`src/lfs_params.svh`:
```
`ifndef LFS_PARAMS_SVH
`define LFS_PARAMS_SVH

// instruction field positions, bit 31 of the word is the most significant bit
`define LFS_OPC_RNG     31:26
`define LFS_TGT_RNG     25:21
`define LFS_BASE_RNG    20:16
`define LFS_INDEX_RNG   15:11
`define LFS_DISP_RNG    15:0
`define LFS_XO_RNG      10:1
`define LFS_DISP_MSB    15

// opcode encodings
`define LFS_OPC_DISP    6'h30
`define LFS_OPC_DISPU   6'h31
`define LFS_OPC_EXT     6'h1F
`define LFS_XO_IDXU     10'h237
`define LFS_XO_IDX      10'h217

// register numbers
`define LFS_REG_ZERO    5'h00

// widening constants
`define LFS_SGL_EXP_MAX 8'hFF
`define LFS_SGL_EXP_0   8'h00
`define LFS_DBL_EXP_MAX 11'h7FF
`define LFS_BIAS_DIFF   11'h380
`define LFS_DENORM_BASE 11'h36A
`define LFS_FRAC_BITS   5'h17
`define LFS_FRAC_PAD    29'h0

`endif

```
`src/lfs_pkg.sv`:
```
package lfs_pkg;

  // sequencer states, one-hot
  typedef enum logic [4:0] {
    LFS_IDLE    = 5'h01,
    LFS_RDREG   = 5'h02,
    LFS_MEMREQ  = 5'h04,
    LFS_MEMWAIT = 5'h08,
    LFS_WRBACK  = 5'h10
  } lfs_state_t;

  // addressing form of the accepted load
  typedef enum logic [1:0] {
    LFS_FORM_DISP  = 2'h0,
    LFS_FORM_DISPU = 2'h1,
    LFS_FORM_IDXU  = 2'h2,
    LFS_FORM_IDX   = 2'h3
  } lfs_form_t;

endpackage : lfs_pkg

```
`src/lfs_widen_if.sv`:
```
`timescale 1ns/10ps
// carries a loaded single word to the widener and the double result back
interface lfs_widen_if;
  logic        load;          // capture single_word this cycle
  logic [31:0] single_word;   // raw loaded word
  logic [63:0] double_word;   // registered widened result
  modport feed (output load, output single_word, input double_word);
  modport conv (input load, input single_word, output double_word);
endinterface : lfs_widen_if

```
`src/lfs_widen.sv`:
```
`timescale 1ns/10ps
`include "lfs_params.svh"
module lfs_widen
(
  // clock and reset
  input wire logic core_clk_in,
  input wire logic srst_in,
  // data carrier
  lfs_widen_if.conv w
);

  // exact single to double widening; nan payloads keep their top bits
  function automatic logic [63:0] lfs_widen_word(input logic [31:0] s);
    logic [7:0]  e;
    logic [22:0] f;
    logic [10:0] e11;
    logic [22:0] fn;
    logic [4:0]  p;
    e   = s[30:23];
    f   = s[22:0];
    e11 = 11'h000;
    fn  = f;
    p   = 5'h00;
    if (e == `LFS_SGL_EXP_MAX)
      e11 = `LFS_DBL_EXP_MAX;                   // inf and nan
    else if (e != `LFS_SGL_EXP_0)
      e11 = {3'h0, e} + `LFS_BIAS_DIFF;         // normal: rebias
    else if (f != 23'h000000)
    begin
      // denormal single is a normal double: find the leading one
      for (int i = 0; i < 23; i++)
        if (f[i])
          p = i[4:0];
      e11 = {6'h00, p} + `LFS_DENORM_BASE;
      fn  = f << (`LFS_FRAC_BITS - p);          // hidden bit falls off the top
    end
    return {s[31], e11, fn, `LFS_FRAC_PAD};
  endfunction : lfs_widen_word

  logic [63:0] dbl_reg;   // widened word, held until the next load

  // widen on load, the result stands one cycle later
  always_ff @(posedge core_clk_in)
  begin
    if (srst_in)
      dbl_reg <= 64'h0;
    else if (w.load)
      dbl_reg <= lfs_widen_word(w.single_word);
  end

  assign w.double_word = dbl_reg;

  a_widen_one: assert property (@(posedge core_clk_in) disable iff (srst_in)
    w.load && w.single_word == 32'h3F800000 |=> w.double_word == 64'h3FF0000000000000)
    else $error("single one did not widen to double one");

  a_widen_sign: assert property (@(posedge core_clk_in) disable iff (srst_in)
    w.load |=> w.double_word[63] == $past(w.single_word[31]))
    else $error("sign lost in widening");

endmodule : lfs_widen

```
`src/lfs_decode.sv`:
```
`timescale 1ns/10ps
`include "lfs_params.svh"
module lfs_decode
(
  // clock and reset
  input  wire logic        core_clk_in,
  input  wire logic        srst_in,
  // instruction stream
  input  wire logic        instr_valid_in,
  input  wire logic [31:0] instr_in,
  output logic             ready_out,
  output logic             illegal_out,
  // integer register file read, data returns the cycle after rd_en
  output logic             int_rd_en_out,
  output logic [4:0]       int_rd_base_addr_out,
  output logic [4:0]       int_rd_index_addr_out,
  input  wire logic [31:0] int_rd_base_data_in,
  input  wire logic [31:0] int_rd_index_data_in,
  // data storage access
  output logic             mem_req_out,
  output logic [31:0]      mem_addr_out,
  input  wire logic        mem_ack_in,
  input  wire logic [31:0] mem_data_in,
  input  wire logic        mem_align_err_in,
  input  wire logic        mem_dsi_err_in,
  // float register write
  output logic             float_wr_en_out,
  output logic [4:0]       float_wr_addr_out,
  output logic [63:0]      float_wr_data_out,
  // integer register write (base update)
  output logic             int_wr_en_out,
  output logic [4:0]       int_wr_addr_out,
  output logic [31:0]      int_wr_data_out,
  // access fault and status write strobes
  output logic             fault_out,
  output logic             fpscr_wr_en_out,
  output logic             cr0_wr_en_out
);

  lfs_pkg::lfs_state_t state_reg;       // sequencer state
  lfs_pkg::lfs_form_t  form_reg;        // form of the load in flight
  logic [4:0]          tgt_reg;         // float_target_field
  logic [4:0]          base_reg;        // base_reg_field
  logic [15:0]         disp_reg;        // raw displacement
  logic [31:0]         ea_reg;          // effective_address
  logic                err_reg;         // access raised a fault
  logic                match;           // current word is one of ours
  lfs_pkg::lfs_form_t  form_next;       // decoded form
  logic [31:0]         ea_next;         // address being formed
  lfs_widen_if         wif ();          // carrier to the widener

  // true for the update forms
  function automatic logic lfs_is_update(input lfs_pkg::lfs_form_t f);
    return (f == lfs_pkg::LFS_FORM_DISPU) || (f == lfs_pkg::LFS_FORM_IDXU);
  endfunction : lfs_is_update

  // true for the displacement forms
  function automatic logic lfs_is_disp(input lfs_pkg::lfs_form_t f);
    return (f == lfs_pkg::LFS_FORM_DISP) || (f == lfs_pkg::LFS_FORM_DISPU);
  endfunction : lfs_is_disp

  // opcode decode; bit 0 of the extended forms is ignored
  always_comb
  begin
    match     = 1'b1;
    form_next = lfs_pkg::LFS_FORM_DISP;
    if (instr_in[`LFS_OPC_RNG] == `LFS_OPC_DISP)
      form_next = lfs_pkg::LFS_FORM_DISP;
    else if (instr_in[`LFS_OPC_RNG] == `LFS_OPC_DISPU)
      form_next = lfs_pkg::LFS_FORM_DISPU;
    else if (instr_in[`LFS_OPC_RNG] == `LFS_OPC_EXT && instr_in[`LFS_XO_RNG] == `LFS_XO_IDXU)
      form_next = lfs_pkg::LFS_FORM_IDXU;
    else if (instr_in[`LFS_OPC_RNG] == `LFS_OPC_EXT && instr_in[`LFS_XO_RNG] == `LFS_XO_IDX)
      form_next = lfs_pkg::LFS_FORM_IDX;
    else
      match = 1'b0;
  end

  // effective address; a zero base field means no base, not register 0
  always_comb
  begin
    ea_next = 32'h0;
    if (lfs_is_disp(form_reg))
    begin
      ea_next = {{16{disp_reg[`LFS_DISP_MSB]}}, disp_reg};
      if (base_reg != `LFS_REG_ZERO)
        ea_next = ea_next + int_rd_base_data_in;
    end
    else
    begin
      ea_next = int_rd_index_data_in;
      if (base_reg != `LFS_REG_ZERO)
        ea_next = int_rd_base_data_in + int_rd_index_data_in;
    end
  end

  // sequencer: one load at a time, no overlap
  always_ff @(posedge core_clk_in)
  begin
    if (srst_in)
      state_reg <= lfs_pkg::LFS_IDLE;
    else
      case (state_reg)
        lfs_pkg::LFS_IDLE:
          if (instr_valid_in && ready_out && match)
            state_reg <= lfs_pkg::LFS_RDREG;
        lfs_pkg::LFS_RDREG:   state_reg <= lfs_pkg::LFS_MEMREQ;
        lfs_pkg::LFS_MEMREQ:  state_reg <= lfs_pkg::LFS_MEMWAIT;
        lfs_pkg::LFS_MEMWAIT:
          if (mem_ack_in)
            state_reg <= lfs_pkg::LFS_WRBACK;
        lfs_pkg::LFS_WRBACK:  state_reg <= lfs_pkg::LFS_IDLE;
        default:              state_reg <= lfs_pkg::LFS_IDLE;
      endcase
  end

  // capture instruction fields at acceptance
  always_ff @(posedge core_clk_in)
  begin
    if (srst_in)
    begin
      form_reg <= lfs_pkg::LFS_FORM_DISP;
      tgt_reg  <= 5'h00;
      base_reg <= 5'h00;
      disp_reg <= 16'h0000;
    end
    else if (state_reg == lfs_pkg::LFS_IDLE && instr_valid_in && ready_out && match)
    begin
      form_reg <= form_next;
      tgt_reg  <= instr_in[`LFS_TGT_RNG];
      base_reg <= instr_in[`LFS_BASE_RNG];
      disp_reg <= instr_in[`LFS_DISP_RNG];
    end
  end

  // ready drops while a load is in flight; undecodable words flag illegal
  always_ff @(posedge core_clk_in)
  begin
    if (srst_in)
    begin
      ready_out   <= 1'b1;
      illegal_out <= 1'b0;
    end
    else
    begin
      illegal_out <= (state_reg == lfs_pkg::LFS_IDLE) && instr_valid_in && ready_out && !match;
      if (state_reg == lfs_pkg::LFS_IDLE && instr_valid_in && ready_out && match)
        ready_out <= 1'b0;
      else if (state_reg == lfs_pkg::LFS_WRBACK)
        ready_out <= 1'b1;
    end
  end

  // integer register read, one cycle wide
  always_ff @(posedge core_clk_in)
  begin
    if (srst_in)
    begin
      int_rd_en_out         <= 1'b0;
      int_rd_base_addr_out  <= 5'h00;
      int_rd_index_addr_out <= 5'h00;
    end
    else
    begin
      int_rd_en_out <= (state_reg == lfs_pkg::LFS_IDLE) && instr_valid_in && ready_out && match;
      if (state_reg == lfs_pkg::LFS_IDLE && instr_valid_in && ready_out && match)
      begin
        int_rd_base_addr_out  <= instr_in[`LFS_BASE_RNG];
        int_rd_index_addr_out <= instr_in[`LFS_INDEX_RNG];
      end
    end
  end

  // storage request held until acknowledged; fault recorded with the ack
  always_ff @(posedge core_clk_in)
  begin
    if (srst_in)
    begin
      mem_req_out  <= 1'b0;
      mem_addr_out <= 32'h0;
      ea_reg       <= 32'h0;
      err_reg      <= 1'b0;
    end
    else if (state_reg == lfs_pkg::LFS_MEMREQ)
    begin
      mem_req_out  <= 1'b1;
      mem_addr_out <= ea_next;
      ea_reg       <= ea_next;
    end
    else if (state_reg == lfs_pkg::LFS_MEMWAIT && mem_ack_in)
    begin
      mem_req_out <= 1'b0;
      err_reg     <= mem_align_err_in || mem_dsi_err_in;
    end
  end

  // loaded word goes to the widener on the ack
  assign wif.load        = (state_reg == lfs_pkg::LFS_MEMWAIT) && mem_ack_in;
  assign wif.single_word = mem_data_in;

  lfs_widen u_widen
  (
    .core_clk_in (core_clk_in),
    .srst_in     (srst_in),
    .w           (wif)
  );

  // write-back strobes, one cycle each
  always_ff @(posedge core_clk_in)
  begin
    if (srst_in)
    begin
      float_wr_en_out   <= 1'b0;
      float_wr_addr_out <= 5'h00;
      float_wr_data_out <= 64'h0;
      int_wr_en_out     <= 1'b0;
      int_wr_addr_out   <= 5'h00;
      int_wr_data_out   <= 32'h0;
      fault_out         <= 1'b0;
    end
    else
    begin
      float_wr_en_out <= (state_reg == lfs_pkg::LFS_WRBACK) && !err_reg;
      // base update only for update forms, nonzero base and a clean access
      int_wr_en_out   <= (state_reg == lfs_pkg::LFS_WRBACK) && !err_reg
                         && lfs_is_update(form_reg) && base_reg != `LFS_REG_ZERO;
      fault_out       <= (state_reg == lfs_pkg::LFS_WRBACK) && err_reg;
      if (state_reg == lfs_pkg::LFS_WRBACK)
      begin
        float_wr_addr_out <= tgt_reg;
        float_wr_data_out <= wif.double_word;
        int_wr_addr_out   <= base_reg;
        int_wr_data_out   <= ea_reg;
      end
    end
  end

  // these loads never touch status or condition fields
  always_ff @(posedge core_clk_in)
  begin
    fpscr_wr_en_out <= 1'b0;
    cr0_wr_en_out   <= 1'b0;
  end

  a_disp_decode: assert property (@(posedge core_clk_in) disable iff (srst_in)
    state_reg == lfs_pkg::LFS_IDLE && instr_valid_in && ready_out
    && instr_in[`LFS_OPC_RNG] == `LFS_OPC_DISP
    |=> form_reg == lfs_pkg::LFS_FORM_DISP && tgt_reg == $past(instr_in[`LFS_TGT_RNG])
        && int_rd_en_out)
    else $error("displacement load not decoded");

  a_dispu_decode: assert property (@(posedge core_clk_in) disable iff (srst_in)
    state_reg == lfs_pkg::LFS_IDLE && instr_valid_in && ready_out
    && instr_in[`LFS_OPC_RNG] == `LFS_OPC_DISPU
    |=> form_reg == lfs_pkg::LFS_FORM_DISPU && disp_reg == $past(instr_in[`LFS_DISP_RNG]))
    else $error("displacement update load not decoded");

  a_idxu_decode: assert property (@(posedge core_clk_in) disable iff (srst_in)
    state_reg == lfs_pkg::LFS_IDLE && instr_valid_in && ready_out
    && instr_in[`LFS_OPC_RNG] == `LFS_OPC_EXT && instr_in[`LFS_XO_RNG] == `LFS_XO_IDXU
    |=> form_reg == lfs_pkg::LFS_FORM_IDXU && base_reg == $past(instr_in[`LFS_BASE_RNG]))
    else $error("indexed update load not decoded");

  a_idx_decode: assert property (@(posedge core_clk_in) disable iff (srst_in)
    state_reg == lfs_pkg::LFS_IDLE && instr_valid_in && ready_out
    && instr_in[`LFS_OPC_RNG] == `LFS_OPC_EXT && instr_in[`LFS_XO_RNG] == `LFS_XO_IDX
    |=> form_reg == lfs_pkg::LFS_FORM_IDX
        && int_rd_index_addr_out == $past(instr_in[`LFS_INDEX_RNG]))
    else $error("indexed load not decoded");

  a_ea_disp: assert property (@(posedge core_clk_in) disable iff (srst_in)
    state_reg == lfs_pkg::LFS_MEMREQ && lfs_is_disp(form_reg)
    |=> mem_req_out && mem_addr_out == {{16{$past(disp_reg[15])}}, $past(disp_reg)}
        + ($past(base_reg) == 5'h00 ? 32'h0 : $past(int_rd_base_data_in)))
    else $error("displacement address wrong");

  a_ea_index: assert property (@(posedge core_clk_in) disable iff (srst_in)
    state_reg == lfs_pkg::LFS_MEMREQ && !lfs_is_disp(form_reg)
    |=> mem_addr_out == $past(int_rd_index_data_in)
        + ($past(base_reg) == 5'h00 ? 32'h0 : $past(int_rd_base_data_in)))
    else $error("indexed address wrong");

  a_float_write: assert property (@(posedge core_clk_in) disable iff (srst_in)
    state_reg == lfs_pkg::LFS_MEMWAIT && mem_ack_in && !mem_align_err_in && !mem_dsi_err_in
    |=> ##1 float_wr_en_out && float_wr_addr_out == tgt_reg)
    else $error("float target not written");

  a_update_cond: assert property (@(posedge core_clk_in) disable iff (srst_in)
    int_wr_en_out |-> int_wr_addr_out != 5'h00 && int_wr_data_out == ea_reg
                      && !fault_out && !$past(err_reg))
    else $error("base update under wrong condition");

  a_no_base_wr: assert property (@(posedge core_clk_in) disable iff (srst_in)
    int_wr_en_out |-> lfs_is_update(form_reg))
    else $error("non-update form wrote base");

  a_status_quiet: assert property (@(posedge core_clk_in) disable iff (srst_in)
    !fpscr_wr_en_out && !cr0_wr_en_out)
    else $error("status field written");

endmodule : lfs_decode

```
`config.mk`:
```
export PLATFORM = sky130hd
export DESIGN_NAME = lfs_decode
export DESIGN_NICKNAME = d
export VERILOG_FILES = /design/src/lfs_pkg.sv /design/src/lfs_widen_if.sv /design/src/lfs_widen.sv /design/src/lfs_decode.sv
export VERILOG_INCLUDE_DIRS = /design/src
export SDC_FILE = /design/constraint.sdc
export NUM_CORES = 1
export LEC_CHECK = 0
export ABC_CLOCK_PERIOD_IN_PS = 7100
export BUFFER_PORTS_ARGS = -buffer_cell sky130_fd_sc_hd__buf_2
export CAP_MARGIN = 20
export CORE_ASPECT_RATIO = 0.75
export CORE_MARGIN = 8
export CORE_UTILIZATION = 55
export DETAILED_ROUTE_END_ITERATION = 8
export PLACE_DENSITY = 0.82
export SLEW_MARGIN = 10
export SYNTH_ARGS = -nofsm -noshare
export SYNTH_HDL_FRONTEND = slang
export SYNTH_SLANG_ARGS = --single-unit
```
`constraint.sdc`:
```
create_clock -name core_clk_in -period 7.1 [get_ports core_clk_in]
set_clock_uncertainty 0.2 [all_clocks]
set_input_delay 1.065 -clock core_clk_in [delete_from_list [all_inputs] [get_ports core_clk_in]]
set_output_delay 1.065 -clock core_clk_in [all_outputs]
set_load 0.005 [all_outputs]
```
**Word-level counts from Yosys, hierarchy flattened**

Cells that the tools add are included.

- Bits in registers: 190
- Bits of input ports: 134
- Output and inout port bits: 157
- Logic and storage cells: 119

- Add/subtract/negate cells: 5
- Equal/unequal tests: 15
- Shift operators: 1
- Mux-type cells: 51
- Bitwise gates (word level): 1
- Reductions and logical operators: 26

Operators with widths:

| operator | number |
|---|---|
| $mux W32 | 3 |
| $mux W5 | 14 |
| $mux W23 | 3 |
| $add A32 B32 Y32 | 2 |
| $mux W11 | 3 |
| $mux W4 | 8 |
| $reduce_bool A23 Y1 | 1 |
| $shl A23 B5 Y23 | 1 |
| $eq A10 B10 Y1 const B | 2 |
| $pmux W5 S4 | 1 |
| $logic_and A1 B1 Y1 | 13 |
| $eq A6 B6 Y1 const B | 2 |
| $mux W2 | 6 |
| $mux W3 | 4 |
| $add A5 B10 Y11 const B | 1 |
| $add A8 B10 Y11 const B | 1 |
| $mux W1 | 9 |
| $eq A8 B8 Y1 const B | 1 |
| $reduce_bool A8 Y1 | 1 |
| $eq A6 B5 Y1 const B | 1 |
| $eq A5 B1 Y1 const B | 1 |
| $eq A5 B2 Y1 const B | 1 |
| $eq A5 B3 Y1 const B | 1 |
| $eq A5 B4 Y1 const B | 1 |
| 12 further kinds | 18 |

**Longest topological paths before layout**

- Word-level depth: 32
- Mapped depth: 14
- Mapped depth without buffers: 13

**By module**

Synthesis repeated with hierarchy kept, for this count alone.

- Cells, all modules: 1,732
- Area total of the unflattened synthesis: 13,430.4 µm²

By module, submodules not included:

| module | times used | cells each | area an instance (µm²) | sequential area each (µm²) |
|---|---|---|---|---|
| lfs_decode | 1 | 1,319 | 10,191.0 | 3,583.4 |
| lfs_widen | 1 | 413 | 3,239.4 | 680.7 |

**Least setup slack after synthesis**

No wires, ideal clock.

- Kind: input-to-reg
- Start: input mem_data_in[13]
- End: register u_widen.dbl_reg[29] (netlist: u_widen.w.double_word[29])
- Library setup time: 0.086 ns
- Arrival: 3.670 ns
- Required time: 6.814 ns
- Slack: 3.144 ns
- Stages on the path: 12
- Path buffers: 5
- Cells stage by stage: clkbuf_1 nor4_1 nand2_1 nand3_1 clkbuf_1 buf_2 ha_1 clkbuf_1 nor2_1 clkbuf_1 a32oi_1 a211oi_1

- Longest elaborated chain between the ends: 20
- Elaborated cells on any way between the ends: 21
- Classes of those cells: add/sub: 1; shift: 1; mux: 18; reduce/logical: 1

RTL lines:

| element | line | text |
|---|---|---|
| start, declared | lfs_decode.sv:23 | `input wire logic [31:0] mem_data_in,` |
| $mux W4 (3 in a row) | lfs_widen.sv:32 | `if (f[i])` |
| $mux W5 (7 in a row) | lfs_widen.sv:32 |  |
| $mux W5 | lfs_widen.sv:28 | `else if (f != 23'h000000)` |
| $mux W5 | lfs_widen.sv:26 | `` else if (e != `LFS_SGL_EXP_0) `` |
| $mux W5 | lfs_widen.sv:24 | `` if (e == `LFS_SGL_EXP_MAX) `` |
| $mux W5 | lfs_widen.sv:47 | `else if (w.load)` |
| $mux W5 | lfs_widen.sv:45 | `if (srst_in)` |
| $sub A5 B5 Y5 (no line) | n/a |  |
| $shl A23 B5 Y23 | lfs_widen.sv:35 | `` fn = f << (`LFS_FRAC_BITS - p); `` |
| $mux W23 * | lfs_widen.sv:28 |  |
| $mux W23 * | lfs_widen.sv:26 |  |
| $mux W23 * | lfs_widen.sv:24 |  |
| end signal, assigned | lfs_widen.sv:48 | `dbl_reg <= lfs_widen_word(w.single_word);` |
| end, declared | lfs_widen.sv:40 | `logic [63:0] dbl_reg;` |

Every way passes the cells marked *; elsewhere a longest branch is shown, timed or not. The select of a mux whose other input is x is not followed.
A chain may end at the register's enable or synchronous reset.

**Worst setup path in the final report**

- Start: input mem_data_in[22]
- End: register u_widen.dbl_reg[30] (netlist: u_widen.w.double_word[30])

- Longest elaborated chain between the ends: 11
- Elaborated cells on any way between the ends: 12
- Classes of those cells: add/sub: 1; shift: 1; mux: 9; reduce/logical: 1

RTL lines:

| element | line |
|---|---|
| $mux W5 | lfs_widen.sv:32 |
| $mux W5 | lfs_widen.sv:28 |
| $mux W5 | lfs_widen.sv:26 |
| $mux W5 | lfs_widen.sv:24 |
| $mux W5 | lfs_widen.sv:47 |
| $mux W5 | lfs_widen.sv:45 |
| $sub A5 B5 Y5 (no line) | n/a |
| $shl A23 B5 Y23 | lfs_widen.sv:35 |
| $mux W23 * | lfs_widen.sv:28 |
| $mux W23 * | lfs_widen.sv:26 |
| $mux W23 * | lfs_widen.sv:24 |

Marks and branches as above.

==> results summary <==
The final routed wirelength across all metal layers is 44.7 mm. The first-iteration detailed-routing DRC count is 1455. The peak supply drop came out at 0.000148 V. The H-tree generated during clock tree synthesis spans 4 levels. Headroom to the max-slew limit came out at 27.4%. The width of the die came out at 188 um. Of all flip-flops after synthesis, the portion carrying an async set or reset was 0%. Cells with a size suffix above 1 make up 20.1% of the layout. The number of buffers and inverters on the critical path came out at 1. The cell-internal power is 1.70 mW. The count of cell types in the netlist came out at 85. After the last flow step, the layout net total stands at 2004.

TritonCTS built the clock tree. In the finished design, the share of the clock period the worst path needs comes to 64.2%. The number of input and output port buffers inserted is 259. The pin count of the biggest net entering global routing came out at 80. The area growth from synthesis to layout is 15.5%. After detailed routing, the number of remaining DRC violations is 0. The count of hold buffers inserted by post-cts repair came out at 0.

The category of cells accounting for the largest share of critical-path delay is simple AND/OR/NAND/NOR gates. Counting instances, the worst hold path has a depth of 2. The area of the multi-input gates came out at 7910 um2. The worst setup path is captured at a register. The cell sitting at the root of the clock tree is a clkbuf_16.

The effective utilization at floorplan is 55.7%. At the worst endpoint, the arrival time is 4.73 ns. The worst setup path is launched from a primary input.

The initial antenna violation count is 2. The mapped netlist covers 12300 um2. The initialized floorplan defines 47 standard-cell rows. The Yosys warning count came out at 0. Among the stages of the critical path, the cell type that occurs most often is nor2_1. Sequential cells were found to cover 29.9% of the synthesized design area.

The switching share of power came out at 32.2%. The number of synthesized register bits came out at 183. The final weighted congestion in routability-driven placement is 1.01. The iteration count of the initial detailed-routing pass is 6. In the global route stage, overall resource usage came out at 30.9%. The floorplan core area came out at 22000 um2. The path type of the worst min-delay path is reg -> reg. The power density relative to cell area is 177 nW/um2.

The worst register-to-register path begins at disp_reg[0]. The number of I/O pins came out at 291. The number of antenna cells inserted came out at 0.

The worst hold path begins at float_wr_data_out[35]. The critical path goes through buf_2 -> nor3_1 -> nand2_1 -> nor2_1 -> nand4_1 -> nand3_1 -> nor2_1 -> nand2_1 -> o311ai_0 -> o21ai_0 -> nor2_1. The number of failing hold endpoints at the final stage came to 0.

The antenna violation net count after detailed routing came out at 0. The final-report setup violation count came out at 0. Counting every sink on the clock net gives 183. The relative contribution of combinational cells to total power came out at 16.5%.

The cell with the biggest individual delay on the critical path is nor2_1. The net switching power is 0.805 mW. Based on the critical path, the design can be clocked at up to 220 MHz.

The number of filler cells placed in the layout came out at 1999. The number of global-route vias before repair is 12200. The dominant combinational cell family by area after synthesis is compound AO/OA/AOI/OAI gates. The synthesized netlist devotes 25.6% of its cell area to compound gates. The synthesized-area fraction occupied by xor and xnor cells is 3.43%. The time the final worst path needs with I/O delays and setup came out at 4.56 ns. The number of vias per cell after detailed routing is 6.19. The power share of the sequential group came out at 41.1%.

The data required time at the worst endpoint is 7.27 ns. Max-cap violations in this run came to 0. The run finished with clean final reports. The mean routed wirelength per cell is 21.2 um. The first global-routing pass estimated 68.5 mm of wire. Once the clock tree was built, the setup fixing pass inserted 0 buffers. The worst-case hold slack came out at 0.252 ns. Summed over all layers, the global routing overflow is 0.

The maximum clock insertion buffer count is 2. The number of buffers created by CTS is 17. The area taken by flip-flops and latches came out at 3660 um2.

The clock latency at the later pin of the worst-skew pair came out at 0.44 ns. The clock transition at the register clock pins on the worst setup and hold paths after CTS is 0.09 ns. Setup repair after global routing left no endpoint under its margin.

The portion of synthesized area spent on multiplexers is 5.93%. The count of cells resized by post-cts repair came out at 0. The highest fanout seen on the critical path came out at 20. The worst setup slack for register-to-register paths is 3.59 ns.

The delay of the slowest cell on the worst path is 0.99 ns. After Yosys synthesis, full adders, half adders and majority gates account for 7.16% of the synthesized area. In the synthesized netlist the dominant register cell turns out to be dfxtp_1. The kind of critical path is in -> reg. The leakage power of the design is 6.10 nW.

For hold timing, the worst endpoint is float_wr_data_out[35]. The final max-slew violation count was 0. The worst-case reg-to-reg path depth is 13. The slew at the pin closest to its max-slew limit is 1.09 ns. The synthesized netlist devotes 21.3% of its cell area to simple gates. The clock share of power is 42.4%.

Synthesis produced 1613 cells. Once detailed placement completed, the half-perimeter wirelength came to 33.7 mm. In this run the critical register-to-register path is captured at ea_reg[20]. The routed layout has 13100 vias. The final total negative setup slack is 0 ns. The die covers 27400 um2. The average instance in the mapped netlist occupies 7.60 um2. Counting flops with a built-in enable in the synthesized netlist gives 0. The vertical extent of the die came out at 145 um.
layer usage:
layer | track usage [%] | up-vias | wire length (um)
met4 | 10.1 | 2 | 1270
met5 | 0 | - | 17
met3 | 10.1 | 91 | 5430
li1 | - | 6114 | -
met1 | 43.8 | 6030 | 19700
met2 | 43.4 | 815 | 18200
power groups by stage:
stage	Combinational, mW	Sequential [mW]	Clock (mW)
3_3_place_gp	0.393	1.05	0
3_5_place_dp	0.396	1.05	0
6_report	0.413	1.03	1.06
5_1_grt	0.444	1.03	1.11
2_1_floorplan	0.283	1.05	0
4_1_cts	0.399	1.03	1.07
worst reg2reg max path: stages (launching register included):
cell and delay (ns):
dfxtp_1 0.37, ha_1 0.23, inv_1 0.07, fa_1 0.40
nor2b_1 0.11, o21ai_0 0.10, a21boi_1 0.33, o211ai_1 0.18
o21ba_2 0.29, nand3b_1 0.23, a211oi_1 0.36, o21a_1 0.16
o31ai_1 0.07, a31o_2 0.29
layout by cell type (no fill, tap or decap), drive strengths merged, types with 9 or more instances in the layout:
cell type and n:
nand3 23, a31oi 16, inv 42, nand4 11
buf 277, o21a 10, o21bai 9, a221oi 13
nor2b 11, nor4 14, mux4 13, conb 31
dfxtp 183, nor2 94, o211ai 19, a21o 30
a21oi 214, o21ai 84, and3 16, nand2 329
a211oi 21, nor3 46, xnor2 32, clkbuf 17
mux2i 34, ha 67, nand2b 14, xor2 16
how the worst max path moves through the flow:
| stage | from | endpoint | slack (ns) | depth (start not counted) |
|---|---|---|---|---|
| 6_report | mem_data_in[22] | u_widen.w.double_word[30] | 2.54 | 11 |
| 5_1_grt | mem_data_in[22] | u_widen.w.double_word[30] | 2.29 | 11 |
| 4_1_cts | mem_data_in[13] | u_widen.w.double_word[30] | 2.83 | 11 |
| 3_5_place_dp | mem_data_in[13] | u_widen.w.double_word[30] | 2.39 | 11 |
| 3_3_place_gp | mem_data_in[13] | u_widen.w.double_word[30] | 2.33 | 11 |
| 2_1_floorplan | mem_data_in[13] | u_widen.w.double_word[29] | 3.14 | 12 |
cells by family after synthesis:
| group | count (synthesis) |
|---|---|
| compound gates | 498 |
| xor+xnor | 48 |
| fa+ha+maj | 69 |
| buf+inv | 167 |
| flops | 183 |
| other cells | 1 |
| mux | 55 |
| simple gates | 592 |
through the flow:
| stage | worst slack (ns) | utilization, % | area [um2] | total power [mW] | cells |
|---|---|---|---|---|---|
| finish | 2.54 | 64.4 | 14200 | 2.50 | 2108 |
| global route | 2.29 | 64.4 | 14200 | 2.59 | 2108 |
| CTS | 2.83 | 64.2 | 14100 | 2.50 | 2106 |
| detailed placement | 2.39 | 61.2 | 13500 | 1.45 | 2074 |
| global placement | 2.33 | 61.2 | 13500 | 1.45 | 2073 |
| floorplan | 3.14 | - | 12400 | 1.33 | 1643 |
synth_stat cells, drive strengths merged (30+ instances only):
| master | n | share of area, % |
|---|---|---|
| dfxtp | 183 | 30 |
| buf | 61 | 3.3 |
| nor2 | 94 | 2.9 |
| nor3 | 46 | 1.9 |
| o21ai | 84 | 3.5 |
| clkbuf | 77 | 2.4 |
| ha | 67 | 6.8 |
| a21o | 30 | 1.8 |
| nand2 | 329 | 10 |
| a21oi | 214 | 8.8 |
| xnor2 | 32 | 2.3 |
| mux2i | 34 | 2.8 |
final cells by class:
class / instances / share of cell area (%)
Multi-Input combinational cell: 1293 / 55.9
Sequential cell: 183 / 25.9
Timing Repair Buffer: 277 / 10.2
Clock buffer: 17 / 3.01
Tap cell: 294 / 2.60
Clock inverter: 15 / 1.65
Inverter: 29 / 0.769
Power figures use the tool's default switching activity.
